$ cat config.mk
export PLATFORM = sky130hd
export DESIGN_NAME = lec_classifier
export DESIGN_NICKNAME = d
export VERILOG_FILES = /design/src/design/lec_pkg.sv /design/src/design/lec_classifier.sv
export SDC_FILE = /design/constraint.sdc
export NUM_CORES = 1
export LEC_CHECK = 0
export BUFFER_PORTS_ARGS = -buffer_cell sky130_fd_sc_hd__buf_4
export CAP_MARGIN = 20
export CELL_PAD_IN_SITES_DETAIL_PLACEMENT = 2
export CELL_PAD_IN_SITES_GLOBAL_PLACEMENT = 2
export CORE_ASPECT_RATIO = 0.6
export CORE_UTILIZATION = 33
export CTS_BUF_LIST = sky130_fd_sc_hd__clkbuf_4
export CTS_CLUSTER_SIZE = 8
export DETAILED_ROUTE_END_ITERATION = 8
export PLACE_DENSITY_LB_ADDON = 0.1
export SYNTH_ARGS = -nofsm -noshare
export SYNTH_HDL_FRONTEND = slang
export SYNTH_SLANG_ARGS = --single-unit
$ cat constraint.sdc
create_clock -name CLK -period 4.1 [get_ports CLK]
set_input_delay 0.205 -clock CLK [delete_from_list [all_inputs] [get_ports CLK]]
set_output_delay 0.205 -clock CLK [all_outputs]
set_load 0.05 [all_outputs]
$ cat src/design/lec_pkg.sv
// package of constants for the link error status classifier
package lec_pkg;
  // device status bit positions
  localparam int DS_CORR = 0;
  localparam int DS_NONFATAL = 1;
  localparam int DS_FATAL = 2;
  localparam int DS_UR = 3;
  localparam int DS_W = 4;
  // event vector bit positions
  localparam int EV_TRAIN = 0;
  localparam int EV_DLLPROT = 1;
  localparam int EV_FCPROT = 2;
  localparam int EV_MALFORMED = 3;
  localparam int EV_RXOVF = 4;
  localparam int EV_RXERR = 5;
  localparam int EV_BADPKT = 6;
  localparam int EV_BADLINK = 7;
  localparam int EV_REPLAY_TO = 8;
  localparam int EV_REPLAY_ROLL = 9;
  localparam int EV_POISON = 10;
  localparam int EV_ECRC = 11;
  localparam int EV_UR = 12;
  localparam int EV_CPL_TO = 13;
  localparam int EV_CPL_ABORT = 14;
  localparam int EV_UNEXP_CPL = 15;
  localparam int EV_ACS = 16;
  localparam int EV_W = 17;
  // class masks over the event vector
  localparam logic [16:0] FATAL_MASK = 17'h0001F;
  localparam logic [16:0] CORR_MASK = 17'h003E0;
  localparam logic [16:0] NONFATAL_MASK = 17'h1FC00;
  // register offsets of the plain register port
  localparam logic [3:0] A_STATUS = 4'h0;
  localparam logic [3:0] A_MASK = 4'h1;
  localparam logic [3:0] A_CTRL = 4'h2;
  localparam logic [3:0] A_EVENTS = 4'h3;
  localparam logic [3:0] A_BAR0 = 4'h4;
  localparam logic [3:0] A_BAR0_SIZE = 4'h5;
  localparam logic [3:0] A_CPL_LIMIT = 4'h6;
  localparam logic [3:0] A_REPLAY_LIMIT = 4'h7;
  // control bits: reporting enables per class
  localparam int C_EN_CORR = 0;
  localparam int C_EN_NONFATAL = 1;
  localparam int C_EN_FATAL = 2;
  localparam int C_EN_UR = 3;
  // reset values
  localparam logic [31:0] CPL_LIMIT_RST = 32'h00000400;
  localparam logic [31:0] REPLAY_LIMIT_RST = 32'h00000040;
  localparam logic [31:0] BAR_SIZE_RST = 32'h00001000;
  // message codes sent upstream
  localparam logic [1:0] MSG_CORR = 2'h0;
  localparam logic [1:0] MSG_NONFATAL = 2'h1;
  localparam logic [1:0] MSG_FATAL = 2'h2;
endpackage

$ cat src/design/lec_classifier.sv
// link error status classifier: sorts error events into device status classes
//
// The implementer's own choices: the address-and-strobe port and the register offsets.
`timescale 1ns/100ps
module lec_classifier import lec_pkg::*; (
  input wire logic CLK,
  input wire logic RST_N,
  input wire logic [16:0] EVENT_IN,
  input wire logic EVENT_FROM_TX,
  input wire logic RX_REQ_VALID,
  input wire logic [31:0] RX_REQ_ADDR,
  input wire logic TX_PKT_SENT,
  input wire logic ACK_RCVD,
  input wire logic TX_REQ_SENT,
  input wire logic CPL_RCVD,
  input wire logic [3:0] REG_ADDR,
  input wire logic [31:0] REG_WDATA,
  input wire logic REG_WR,
  input wire logic REG_RD,
  output logic [31:0] REG_RDATA,
  output logic [3:0] DEVICE_STATUS_OUT,
  output logic MSG_VALID,
  output logic [1:0] MSG_CODE,
  output logic REPLAY_REQ,
  output logic IRQ
);

  // register map on the plain port, one word per offset:
  //   status  write one to clear; a set in the same cycle wins over the clear
  //   mask    interrupt mask, same layout as status
  //   ctrl    per-class message enables; UR messages need their own enable too
  //   events  per-event sticky copy, write one to clear
  //   bar0    base and size of the single decoded receive window
  //   limits  completion and ack wait spans, in clock cycles
  // software-visible registers
  logic [3:0] status_reg;
  logic [3:0] mask_reg;
  logic [3:0] ctrl_reg;
  logic [16:0] events_reg;
  logic [31:0] bar0_reg;
  logic [31:0] bar0_size_reg;
  logic [31:0] cpl_limit_reg;
  logic [31:0] replay_limit_reg;
  // timer state, one outstanding item per timer
  logic [31:0] cpl_cnt_reg;
  logic cpl_wait_reg;
  logic [31:0] replay_cnt_reg;
  logic replay_wait_reg;
  logic cpl_to_pulse;
  logic replay_to_pulse;
  // combinational decode
  logic bar_miss;
  logic [16:0] ev;
  logic [3:0] set_vec;
  logic wr_status;
  logic wr_events;
  logic cpl_expire;
  logic replay_expire;

  // true when the address falls inside the window
  function automatic logic in_window(input logic [31:0] a, input logic [31:0] base,
                                     input logic [31:0] size);
    in_window = (a >= base) && ((a - base) < size);
  endfunction

  // true when any event of one class mask is present
  function automatic logic any_in(input logic [16:0] v, input logic [16:0] m);
    any_in = |(v & m);
  endfunction

  // narrow register placed in the low bits of a read word
  function automatic logic [31:0] low_bits(input logic [3:0] v);
    low_bits = {28'h0000000, v};
  endfunction

  // one step of a wait counter
  function automatic logic [31:0] step_count(input logic [31:0] c);
    step_count = c + 32'h00000001;
  endfunction

  // a wait counter has run its span once it reaches the limit; a limit of
  // zero therefore fires on the first cycle of waiting
  function automatic logic span_done(input logic [31:0] c, input logic [31:0] lim);
    span_done = (c >= lim);
  endfunction

  // write strobe aimed at one offset of the register port
  function automatic logic wr_hit(input logic strobe, input logic [3:0] at,
                                  input logic [3:0] target);
    wr_hit = strobe && (at == target);
  endfunction

  // write decode shared by the two write-one-to-clear registers
  assign wr_status = wr_hit(REG_WR, REG_ADDR, A_STATUS);
  assign wr_events = wr_hit(REG_WR, REG_ADDR, A_EVENTS);

  // both timers use the same end-point rule
  assign cpl_expire = span_done(cpl_cnt_reg, cpl_limit_reg);
  assign replay_expire = span_done(replay_cnt_reg, replay_limit_reg);

  assign bar_miss = RX_REQ_VALID && !in_window(RX_REQ_ADDR, bar0_reg, bar0_size_reg);

  // merged event vector; own-transmit events ignored
  always_comb begin
    ev = '0;
    if (!EVENT_FROM_TX) begin
      ev = EVENT_IN;
    end
    // replay and completion timers are our own detections
    ev[EV_REPLAY_TO] = ev[EV_REPLAY_TO] | replay_to_pulse;
    ev[EV_CPL_TO] = ev[EV_CPL_TO] | cpl_to_pulse;
    // a window miss needs no event pin; it is found from the address
    ev[EV_UR] = ev[EV_UR] | bar_miss;
  end

  // class decode
  always_comb begin
    set_vec = '0;
    set_vec[DS_CORR] = any_in(ev, CORR_MASK);
    set_vec[DS_NONFATAL] = any_in(ev, NONFATAL_MASK);
    set_vec[DS_FATAL] = any_in(ev, FATAL_MASK);
    set_vec[DS_UR] = ev[EV_UR];
  end

  // status: set beats a write-one clear in the same cycle
  always_ff @(posedge CLK) begin
    if (!RST_N) begin
      status_reg <= '0;
    end else begin
      // only the low write data bits clear; upper bits are ignored
      // sticky until written one
      if (wr_status) begin
        status_reg <= (status_reg & ~REG_WDATA[3:0]) | set_vec;
      end else begin
        status_reg <= status_reg | set_vec;
      end
    end
  end

  // per-event sticky capture for software diagnosis
  // timer detections land here too, so software can tell them apart
  always_ff @(posedge CLK) begin
    if (!RST_N) begin
      events_reg <= '0;
    end else if (wr_events) begin
      events_reg <= (events_reg & ~REG_WDATA[16:0]) | ev;
    end else begin
      events_reg <= events_reg | ev;
    end
  end

  // software-written configuration registers
  always_ff @(posedge CLK) begin
    if (!RST_N) begin
      mask_reg <= '0;
      ctrl_reg <= '0;
      bar0_reg <= '0;
      bar0_size_reg <= BAR_SIZE_RST;
      cpl_limit_reg <= CPL_LIMIT_RST;
      replay_limit_reg <= REPLAY_LIMIT_RST;
    end else if (REG_WR) begin
      unique case (REG_ADDR)
        A_MASK: mask_reg <= REG_WDATA[3:0];
        A_CTRL: ctrl_reg <= REG_WDATA[3:0];
        A_BAR0: bar0_reg <= REG_WDATA;
        A_BAR0_SIZE: bar0_size_reg <= REG_WDATA;
        A_CPL_LIMIT: cpl_limit_reg <= REG_WDATA;
        A_REPLAY_LIMIT: replay_limit_reg <= REG_WDATA;
        // unmapped offsets are ignored on write
        default: ;
      endcase
    end
  end

  // read data one cycle after the strobe, zero otherwise
  // the port is cleared between reads so a stale word never lingers
  always_ff @(posedge CLK) begin
    if (!RST_N) begin
      REG_RDATA <= '0;
    end else if (REG_RD) begin
      unique case (REG_ADDR)
        A_STATUS: REG_RDATA <= low_bits(status_reg);
        A_MASK: REG_RDATA <= low_bits(mask_reg);
        A_CTRL: REG_RDATA <= low_bits(ctrl_reg);
        A_EVENTS: REG_RDATA <= {15'h0000, events_reg};
        A_BAR0: REG_RDATA <= bar0_reg;
        A_BAR0_SIZE: REG_RDATA <= bar0_size_reg;
        A_CPL_LIMIT: REG_RDATA <= cpl_limit_reg;
        A_REPLAY_LIMIT: REG_RDATA <= replay_limit_reg;
        default: REG_RDATA <= '0;
      endcase
    end else begin
      REG_RDATA <= '0;
    end
  end

  // completion timer; one outstanding request tracked
  always_ff @(posedge CLK) begin
    if (!RST_N) begin
      cpl_wait_reg <= 1'b0;
      cpl_cnt_reg <= '0;
      cpl_to_pulse <= 1'b0;
    end else begin
      cpl_to_pulse <= 1'b0;
      // a completion beats a new request in the same cycle; that request goes untimed
      // the count holds while idle and restarts with the next request
      if (CPL_RCVD) begin
        cpl_wait_reg <= 1'b0;
      end else if (TX_REQ_SENT) begin
        cpl_wait_reg <= 1'b1;
        cpl_cnt_reg <= '0;
      end else if (cpl_wait_reg) begin
        if (cpl_expire) begin
          cpl_wait_reg <= 1'b0;
          cpl_to_pulse <= 1'b1;
        end else begin
          cpl_cnt_reg <= step_count(cpl_cnt_reg);
        end
      end
    end
  end

  // ack timer; expiry asks for replay and restarts
  always_ff @(posedge CLK) begin
    if (!RST_N) begin
      replay_wait_reg <= 1'b0;
      replay_cnt_reg <= '0;
      replay_to_pulse <= 1'b0;
      REPLAY_REQ <= 1'b0;
    end else begin
      replay_to_pulse <= 1'b0;
      REPLAY_REQ <= 1'b0;
      // packets sent while already waiting share the running timer
      if (ACK_RCVD) begin
        replay_wait_reg <= 1'b0;
      end else if (TX_PKT_SENT && !replay_wait_reg) begin
        replay_wait_reg <= 1'b1;
        replay_cnt_reg <= '0;
      end else if (replay_wait_reg) begin
        // restart after expiry so a silent partner keeps being retried
        // resend unacknowledged packet
        if (replay_expire) begin
          replay_cnt_reg <= '0;
          replay_to_pulse <= 1'b1;
          REPLAY_REQ <= 1'b1;
        end else begin
          replay_cnt_reg <= step_count(replay_cnt_reg);
        end
      end
    end
  end

  // upstream message, worst class wins when several fire at once
  always_ff @(posedge CLK) begin
    if (!RST_N) begin
      MSG_VALID <= 1'b0;
      MSG_CODE <= MSG_CORR;
    end else begin
      MSG_VALID <= 1'b0;
      // UR needs the non-fatal and the UR enable before it may message
      // the code holds its last value between messages
      // gated by class enables
      if (set_vec[DS_FATAL] && ctrl_reg[C_EN_FATAL]) begin
        MSG_VALID <= 1'b1;
        MSG_CODE <= MSG_FATAL;
      end else if (set_vec[DS_NONFATAL] && ctrl_reg[C_EN_NONFATAL] &&
                   (!ev[EV_UR] || ctrl_reg[C_EN_UR])) begin
        MSG_VALID <= 1'b1;
        MSG_CODE <= MSG_NONFATAL;
      end else if (set_vec[DS_CORR] && ctrl_reg[C_EN_CORR]) begin
        MSG_VALID <= 1'b1;
        MSG_CODE <= MSG_CORR;
      end
    end
  end

  // status leaves through one more flop so every output comes from a register
  // the interrupt trails the status bits by that same cycle
  // status and interrupt outputs
  always_ff @(posedge CLK) begin
    if (!RST_N) begin
      DEVICE_STATUS_OUT <= '0;
      IRQ <= 1'b0;
    end else begin
      DEVICE_STATUS_OUT <= status_reg;
      IRQ <= |(status_reg & mask_reg);
    end
  end

endmodule

# Word-level counts from Yosys, hierarchy flattened
# Cells that the tools add are included.
op_classes:
  add_sub_neg: 3
  magnitude_cmp: 4
  n_eq_ne: 8
  n_mux: 21
  bitwise_logic: 17
  n_reduce_logical: 36
op_table:
  columns: ["cell", "n"]
  rows:
  - ["32-bit one-hot mux with 8 select lines", 1]
  - ["32-bit 2-to-1 mux", 6]
  - ["32-bit >= comparator", 3]
  - ["32-bit by 1-bit adder with 32-bit output (second input constant)", 2]
  - ["17-bit 2-to-1 mux", 2]
  - ["17-bit OR", 2]
  - ["32-bit < comparator", 1]
  - ["32-bit subtractor", 1]
  - ["17-bit bitwise AND", 1]
  - ["17-bit inverter", 1]
  - ["4-bit by 3-bit equality test with 1-bit output (second input constant)", 4]
  - ["2-bit AND reduction", 8]
  - ["4-bit OR reduction", 3]
  - ["5-bit OR reduction", 2]
  - ["1-bit logical AND", 9]
  - ["4-bit bitwise AND", 2]
  - ["4-bit by 2-bit equality test with 1-bit output (second input constant)", 2]
  - ["1-bit 2-to-1 mux", 8]
  - ["4-bit OR", 2]
  - ["7-bit OR reduction", 1]
  - ["2-bit 2-to-1 mux", 3]
  - ["2-bit nonzero test", 3]
  - ["2-bit OR reduction", 3]
  - ["1-bit inverter", 5]
  - ["10 further kinds", 14]
word_totals:
  register_bits: 265

# Longest topological paths before layout
logic_depth:
  ltp_word: 11
  depth_mapped: 21
  depth_no_buf: 20

# Least setup slack after synthesis
# OpenSTA, ideal clock, no wires.
synth_timing:
  path_kind: "reg-to-reg"
  start: "register bar0_reg[3]"
  end: "register MSG_CODE[1]"
  t_arrival_ns: 4.014
  required_time_ns: 3.978
  setup_slack_ns: -0.036
  stages_incl_launch_ff: 20
  n_path_buf: 0
  synth_period_minus_slack_ns: 4.136
  path_cell_list: "dfxtp_1 inv_1 ha_1 or2_2 o311a_1 o21ai_0 a21oi_1 a41o_1 or3_1 a31o_2 a21oi_1 xnor2_1 ha_1 and4_1 nand4_1 nor4_1 o41ai_1 nand3_1 mux2i_1 a221o_1"
synth_via:
  elab_chain_cells: 11
  word_cells_on_any_way: 15
  cone_classes: "add/sub (1); order compare (2); mux (2); bitwise (1); reduce/logical (9)"
synth_lines:
  columns: ["element", "line_no", "source"]
  rows:
  - ["start: declaration", "lec_classifier.sv:40", "logic [31:0] bar0_reg;"]
  - ["start signal: assignment", "lec_classifier.sv:157", "bar0_reg <= '0;"]
  - ["start signal: assignment", "lec_classifier.sv:165", "A_BAR0: bar0_reg <= REG_WDATA;"]
  - ["32-bit subtractor", "lec_classifier.sv:63", "in_window = (a >= base) && ((a - base) < size);"]
  - ["32-bit < comparator", "lec_classifier.sv:63", null]
  - ["1-bit logical AND (*)", "lec_classifier.sv:63", null]
  - ["1-bit zero test (*)", "lec_classifier.sv:101", "assign bar_miss = RX_REQ_VALID && !in_window(RX_REQ_ADDR, bar0_reg, bar0_size_reg);"]
  - ["1-bit logical AND (*)", "lec_classifier.sv:101", null]
  - ["1-bit OR (*)", "lec_classifier.sv:113", "ev[EV_UR] = ev[EV_UR] | bar_miss;"]
  - ["7-bit OR reduction / 1-bit zero test (equally long branches)", "lec_classifier.sv:68, lec_classifier.sv:267", null]
  - ["1-bit logical AND / 1-bit logical OR (equally long branches)", "lec_classifier.sv:266, lec_classifier.sv:267", null]
  - ["1-bit logical AND (*)", "lec_classifier.sv:266", "end else if (set_vec[DS_NONFATAL] && ctrl_reg[C_EN_NONFATAL] &&"]
  - ["2-bit 2-to-1 mux", "lec_classifier.sv:266", null]
  - ["2-bit 2-to-1 mux", "lec_classifier.sv:263", "if (set_vec[DS_FATAL] && ctrl_reg[C_EN_FATAL]) begin"]
  - ["end signal: assignment", "lec_classifier.sv:265", "MSG_CODE <= MSG_FATAL;"]
  - ["end signal: assignment", "lec_classifier.sv:269", "MSG_CODE <= MSG_NONFATAL;"]
  - ["end signal: assignment", "lec_classifier.sv:272", "MSG_CODE <= MSG_CORR;"]
  - ["end: declaration", "lec_classifier.sv:23", "output logic [1:0] MSG_CODE,"]
# Mark *: on every way between the ends. The rest lies on a longest branch, timed or not.
# A chain may end at the register's enable or synchronous reset.

# Final worst setup path
layout_timing:
  start: "register bar0_reg[0]"
  end: "register MSG_CODE[1]"
# Same word-level chain as after synthesis.

==> impl_metrics.csv <==
group,metric,value,unit
logic_synthesis,synth_xor_area_frac,0.0321,
logic_synthesis,synth.distinct_cells,69,
global_routing,grt_usage,0.272,
logic_synthesis,synthSimpleGateAreaFrac,0.205,
placement,dp.cells,2686,
finish,area_growth,28.4,%
pwr,leakage,0.00753,µW
timing,timing.fmax,225,MHz
worst_hold_path,min_path_type,"input port to flip-flop",
logic_synthesis,synth_top_family_by_area,"compound AO/OA/AOI/OAI gates",
placement,dp_hpwl,46.7,mm
setup_path,crit_type,"flip-flop to flip-flop",
logic_synthesis,yosysMostFrequentCell,"nand2_1",
logic_synthesis,synth_area_per_cell,7.71,µm²
logic_synthesis,synth_commonest_cells,"nand2_1 (363), dfxtp_1 (265), a21oi_1 (224)",
detailed_routing,totalWireLength,63.5,mm
logic_synthesis,synth_fa_ha_area_frac,0.109,
timing,tns,-1.40,ns
finish,fin_cells,2890,
finish,layout.nets,2471,
setup_path,path_buf_inv,2,
floorplan,start_util,0.335,
pwr,finalPower,6220,µW
setup_path,start_kind,"flip-flop",
setup_path,required,4.76,ns
timing,finalCritPeriodShare,1.08,
logic_synthesis,synthTopCellsByArea,"dfxtp_1 (35%), ha_1 (11%), nand2_1 (9.1%), a21oi_1 (7.5%), inv_1 (3.8%)",
timing,rsz0062_at_grt,"yes",
flow_run,drv_cap,0,
detailed_routing,first_iter_violations,824,
setup_path,cp_cell_sequence,"ha_4 -> fa_2 -> nor2b_4 -> o311a_4 -> o21ai_2 -> buf_6 -> a21oi_4 -> a41o_1 -> or3_4 -> a31o_4 -> a21oi_2 -> xnor2_1 -> ha_1 -> and4_1 -> nand4_1 -> o211ai_1 -> a21oi_1 -> nand3_1 -> buf_6 -> mux2i_4 -> a221o_1",
finish,final_area,19200,µm²
detailed_routing,vias_per_cell,5.42,
logic_synthesis,synth_top_area_cell,"dfxtp_1",
global_routing,grt_max_degree,61,
setup_path,r2r_cells,21,
logic_synthesis,syn-cell-area,15000,µm²
finish,drive_gt1_frac,0.192,
pwr,p_per_area,323,nW/µm²
detailed_routing,vias,15700,
pwr,pwr-share-seq,0.425,
setup_path,max_stage_delay,0.38,ns
logic_synthesis,synth_edf_count,0,
finish,nFillCells,5079,
logic_synthesis,ys.warnings.count,0,
timing,slew_headroom,0.242,
clocking,clk_latency,0.78,ns
pwr,ir_drop,0.000226,V
floorplan,fp.coreArea,44800,µm²
pwr,pwr-share-clk,0.424,
timing,timing.final.ws_setup,-0.340,ns
timing,max_slew.worst_pin.slew,1.13,ns
detailed_routing,dr.pass1.iters,6,
logic_synthesis,yosys_register_bits,265,
logic_synthesis,syn_inst,1945,
setup_path,crit_arrival,5.10,ns
timing,finClkSkew,0.0516,ns
timing,finalHoldViolCount,0,
setup_path,worstPathMaxFanout,3,
detailed_routing,avgRoutedWirePerCell,22.0,µm
floorplan,io_pins,136,
setup_path,setup.worst_path.end_class,"flip-flop",
setup_path,crit_top_cell,"buf_6",
logic_synthesis,synth_compound_area_frac,0.216,
pwr,p_sw,1840,µW
placement,io_buffers,135,
logic_synthesis,synthArstFlopShare,0,
clocking,clock-sinks,265,
placement,place_congestion,0.836,
run_status,violations,"negative setup slack",
logic_synthesis,synth_mux_area_frac,0.0179,
placement,preCtsSetupSlack,-0.950,ns
clocking,cts_tree,"built",
clocking,cts_buffers,74,
timing,fin_crit,4.44,ns
clocking,root_buffer,"clkbuf_4",
logic_synthesis,syn-num-nets,2170,
floorplan,fp.dieH,167,µm
run_status,status,"finished with violations",
detailed_routing,antenna_left,0,
clocking,htree_num_levels,3,
timing,finalSetupViolCount,6,
global_routing,grt_pass1_vias,17000,
logic_synthesis,ys.flop_type,"dfxtp_1",
pwr,combPwrFrac,0.151,
clocking,path_clk_slew,0.07,ns
placement,placed_area,17300,µm²
floorplan,fp.dieW,277,µm
pwr,swShare,0.295,
detailed_routing,drc,0,
global_routing,grt_pass1_wl,98.2,mm
setup_path,worst_path_max_delay_cell,"or3_4",
clocking,clockBufferDepth,3,
pwr,p_int,4390,µW
worst_hold_path,holdPathStages,5,
floorplan,row_count,60,
floorplan,dieArea,46300,µm²
global_routing,overflow,0,
logic_synthesis,ys_seq_area_frac,0.354,
logic_synthesis,synthDominantCellAreaShare,0.354,
timing,slew_violations,0,
setup_path,crit_family,"compound AO/OA/AOI/OAI gates",
setup_path,worst-path-stages,21,
global_routing,antenna_found_initial,1,
[layout make-up]
class                      count  area, µm²  share of cell area
tap                          589        737              0.0383
timing repair buffer         330       2650               0.138
sequential                   265       5310               0.276
clock buffer                 112        841              0.0437
inverter                     153        577              0.0300
multi-input combinational   1422       9000               0.467
clock inverter                18        133             0.00689
antenna                        1       2.50            0.000130
[kinds of logic (layout without fill, tap and decap cells)]
logic type               Yosys count  in the layout
AND/OR/NAND/NOR                  689            689
AO/OA/AOI/OAI                    525            525
flip-flops                       265            265
buffers and inverters            258            613
adder cells (fa/ha/maj)          130            130
XOR/XNOR                          55             55
multiplexers                      23             23
other                              0              1
[cell usage in the layout, fill, tap and decap left out, types with 23 or more instances in the layout]
cell type      instances
dfxtp_1              262
inv_1                152
xor2_1                34
nor2_1               122
a21o_1                34
nand2_1              363
a21oi_1              210
o211ai_1              23
and3_1                24
nand3_1               30
a22oi_1               48
dlygate4sd3_1         67
clkbuf_4             112
o21ai_0               76
nor3_1                29
ha_1                 126
buf_4                259
[metal layers]
layer	GRT usage	routed length, µm	part of all wire	up-vias
li1	-	-	-	7396
met1	0.367	30800	0.48	7876
met2	0.446	29200	0.46	313
met3	0.0463	2290	0.036	92
met4	0.0749	1300	0.020	0
met5	0	0	0	-
[per-stage QoR]
step                 util  hold slack [ns]
finish              0.429            0.120
global route        0.429            0.101
CTS                 0.425           0.0342
detailed placement  0.385            0.419
global placement    0.385            0.402
floorplan               -            0.284
[power by group through the flow]
| stage | combinational [µW] | sequential [µW] | clock [µW] |
|---|---|---|---|
| after floorplan | 420 | 2700 | 0 |
| after global placement | 785 | 2700 | 0 |
| after detailed placement | 821 | 2700 | 0 |
| after CTS | 901 | 2640 | 2710 |
| after global routing | 1020 | 2650 | 2850 |
| final | 942 | 2640 | 2640 |
[worst register-to-register path: cells and delay by family, from the launching register on]
family / cells / cell delay, ns
mux: 1 / 0.20
flops: 1 / 0.35
xor+xnor: 1 / 0.13
compound gates: 9 / 1.77
fa+ha+maj: 3 / 0.65
buf+inv: 2 / 0.30
simple gates: 5 / 0.90
[worst paths after layout]
| path | slack [ns] | startpoint | to |
|---|---|---|---|
| min reg2reg | 0.47 | cpl_limit_reg[15] | cpl_limit_reg[15] |
| min | 0.12 | REG_WR | cpl_limit_reg[14] |
| max | -0.34 | bar0_reg[0] | MSG_CODE[1] |
| max reg2reg | -0.34 | bar0_reg[0] | MSG_CODE[1] |
[what timing repair did]
action	in CTS	in global routing
setup endpoints to repair	6	6
setup buffers	2	3
hold buffers	67	0
resized for setup	31	37
gates cloned	0	0
pin swaps	11	13
hold endpoints to repair	176	0
Note: power is estimated with default switching activity, not from simulation.
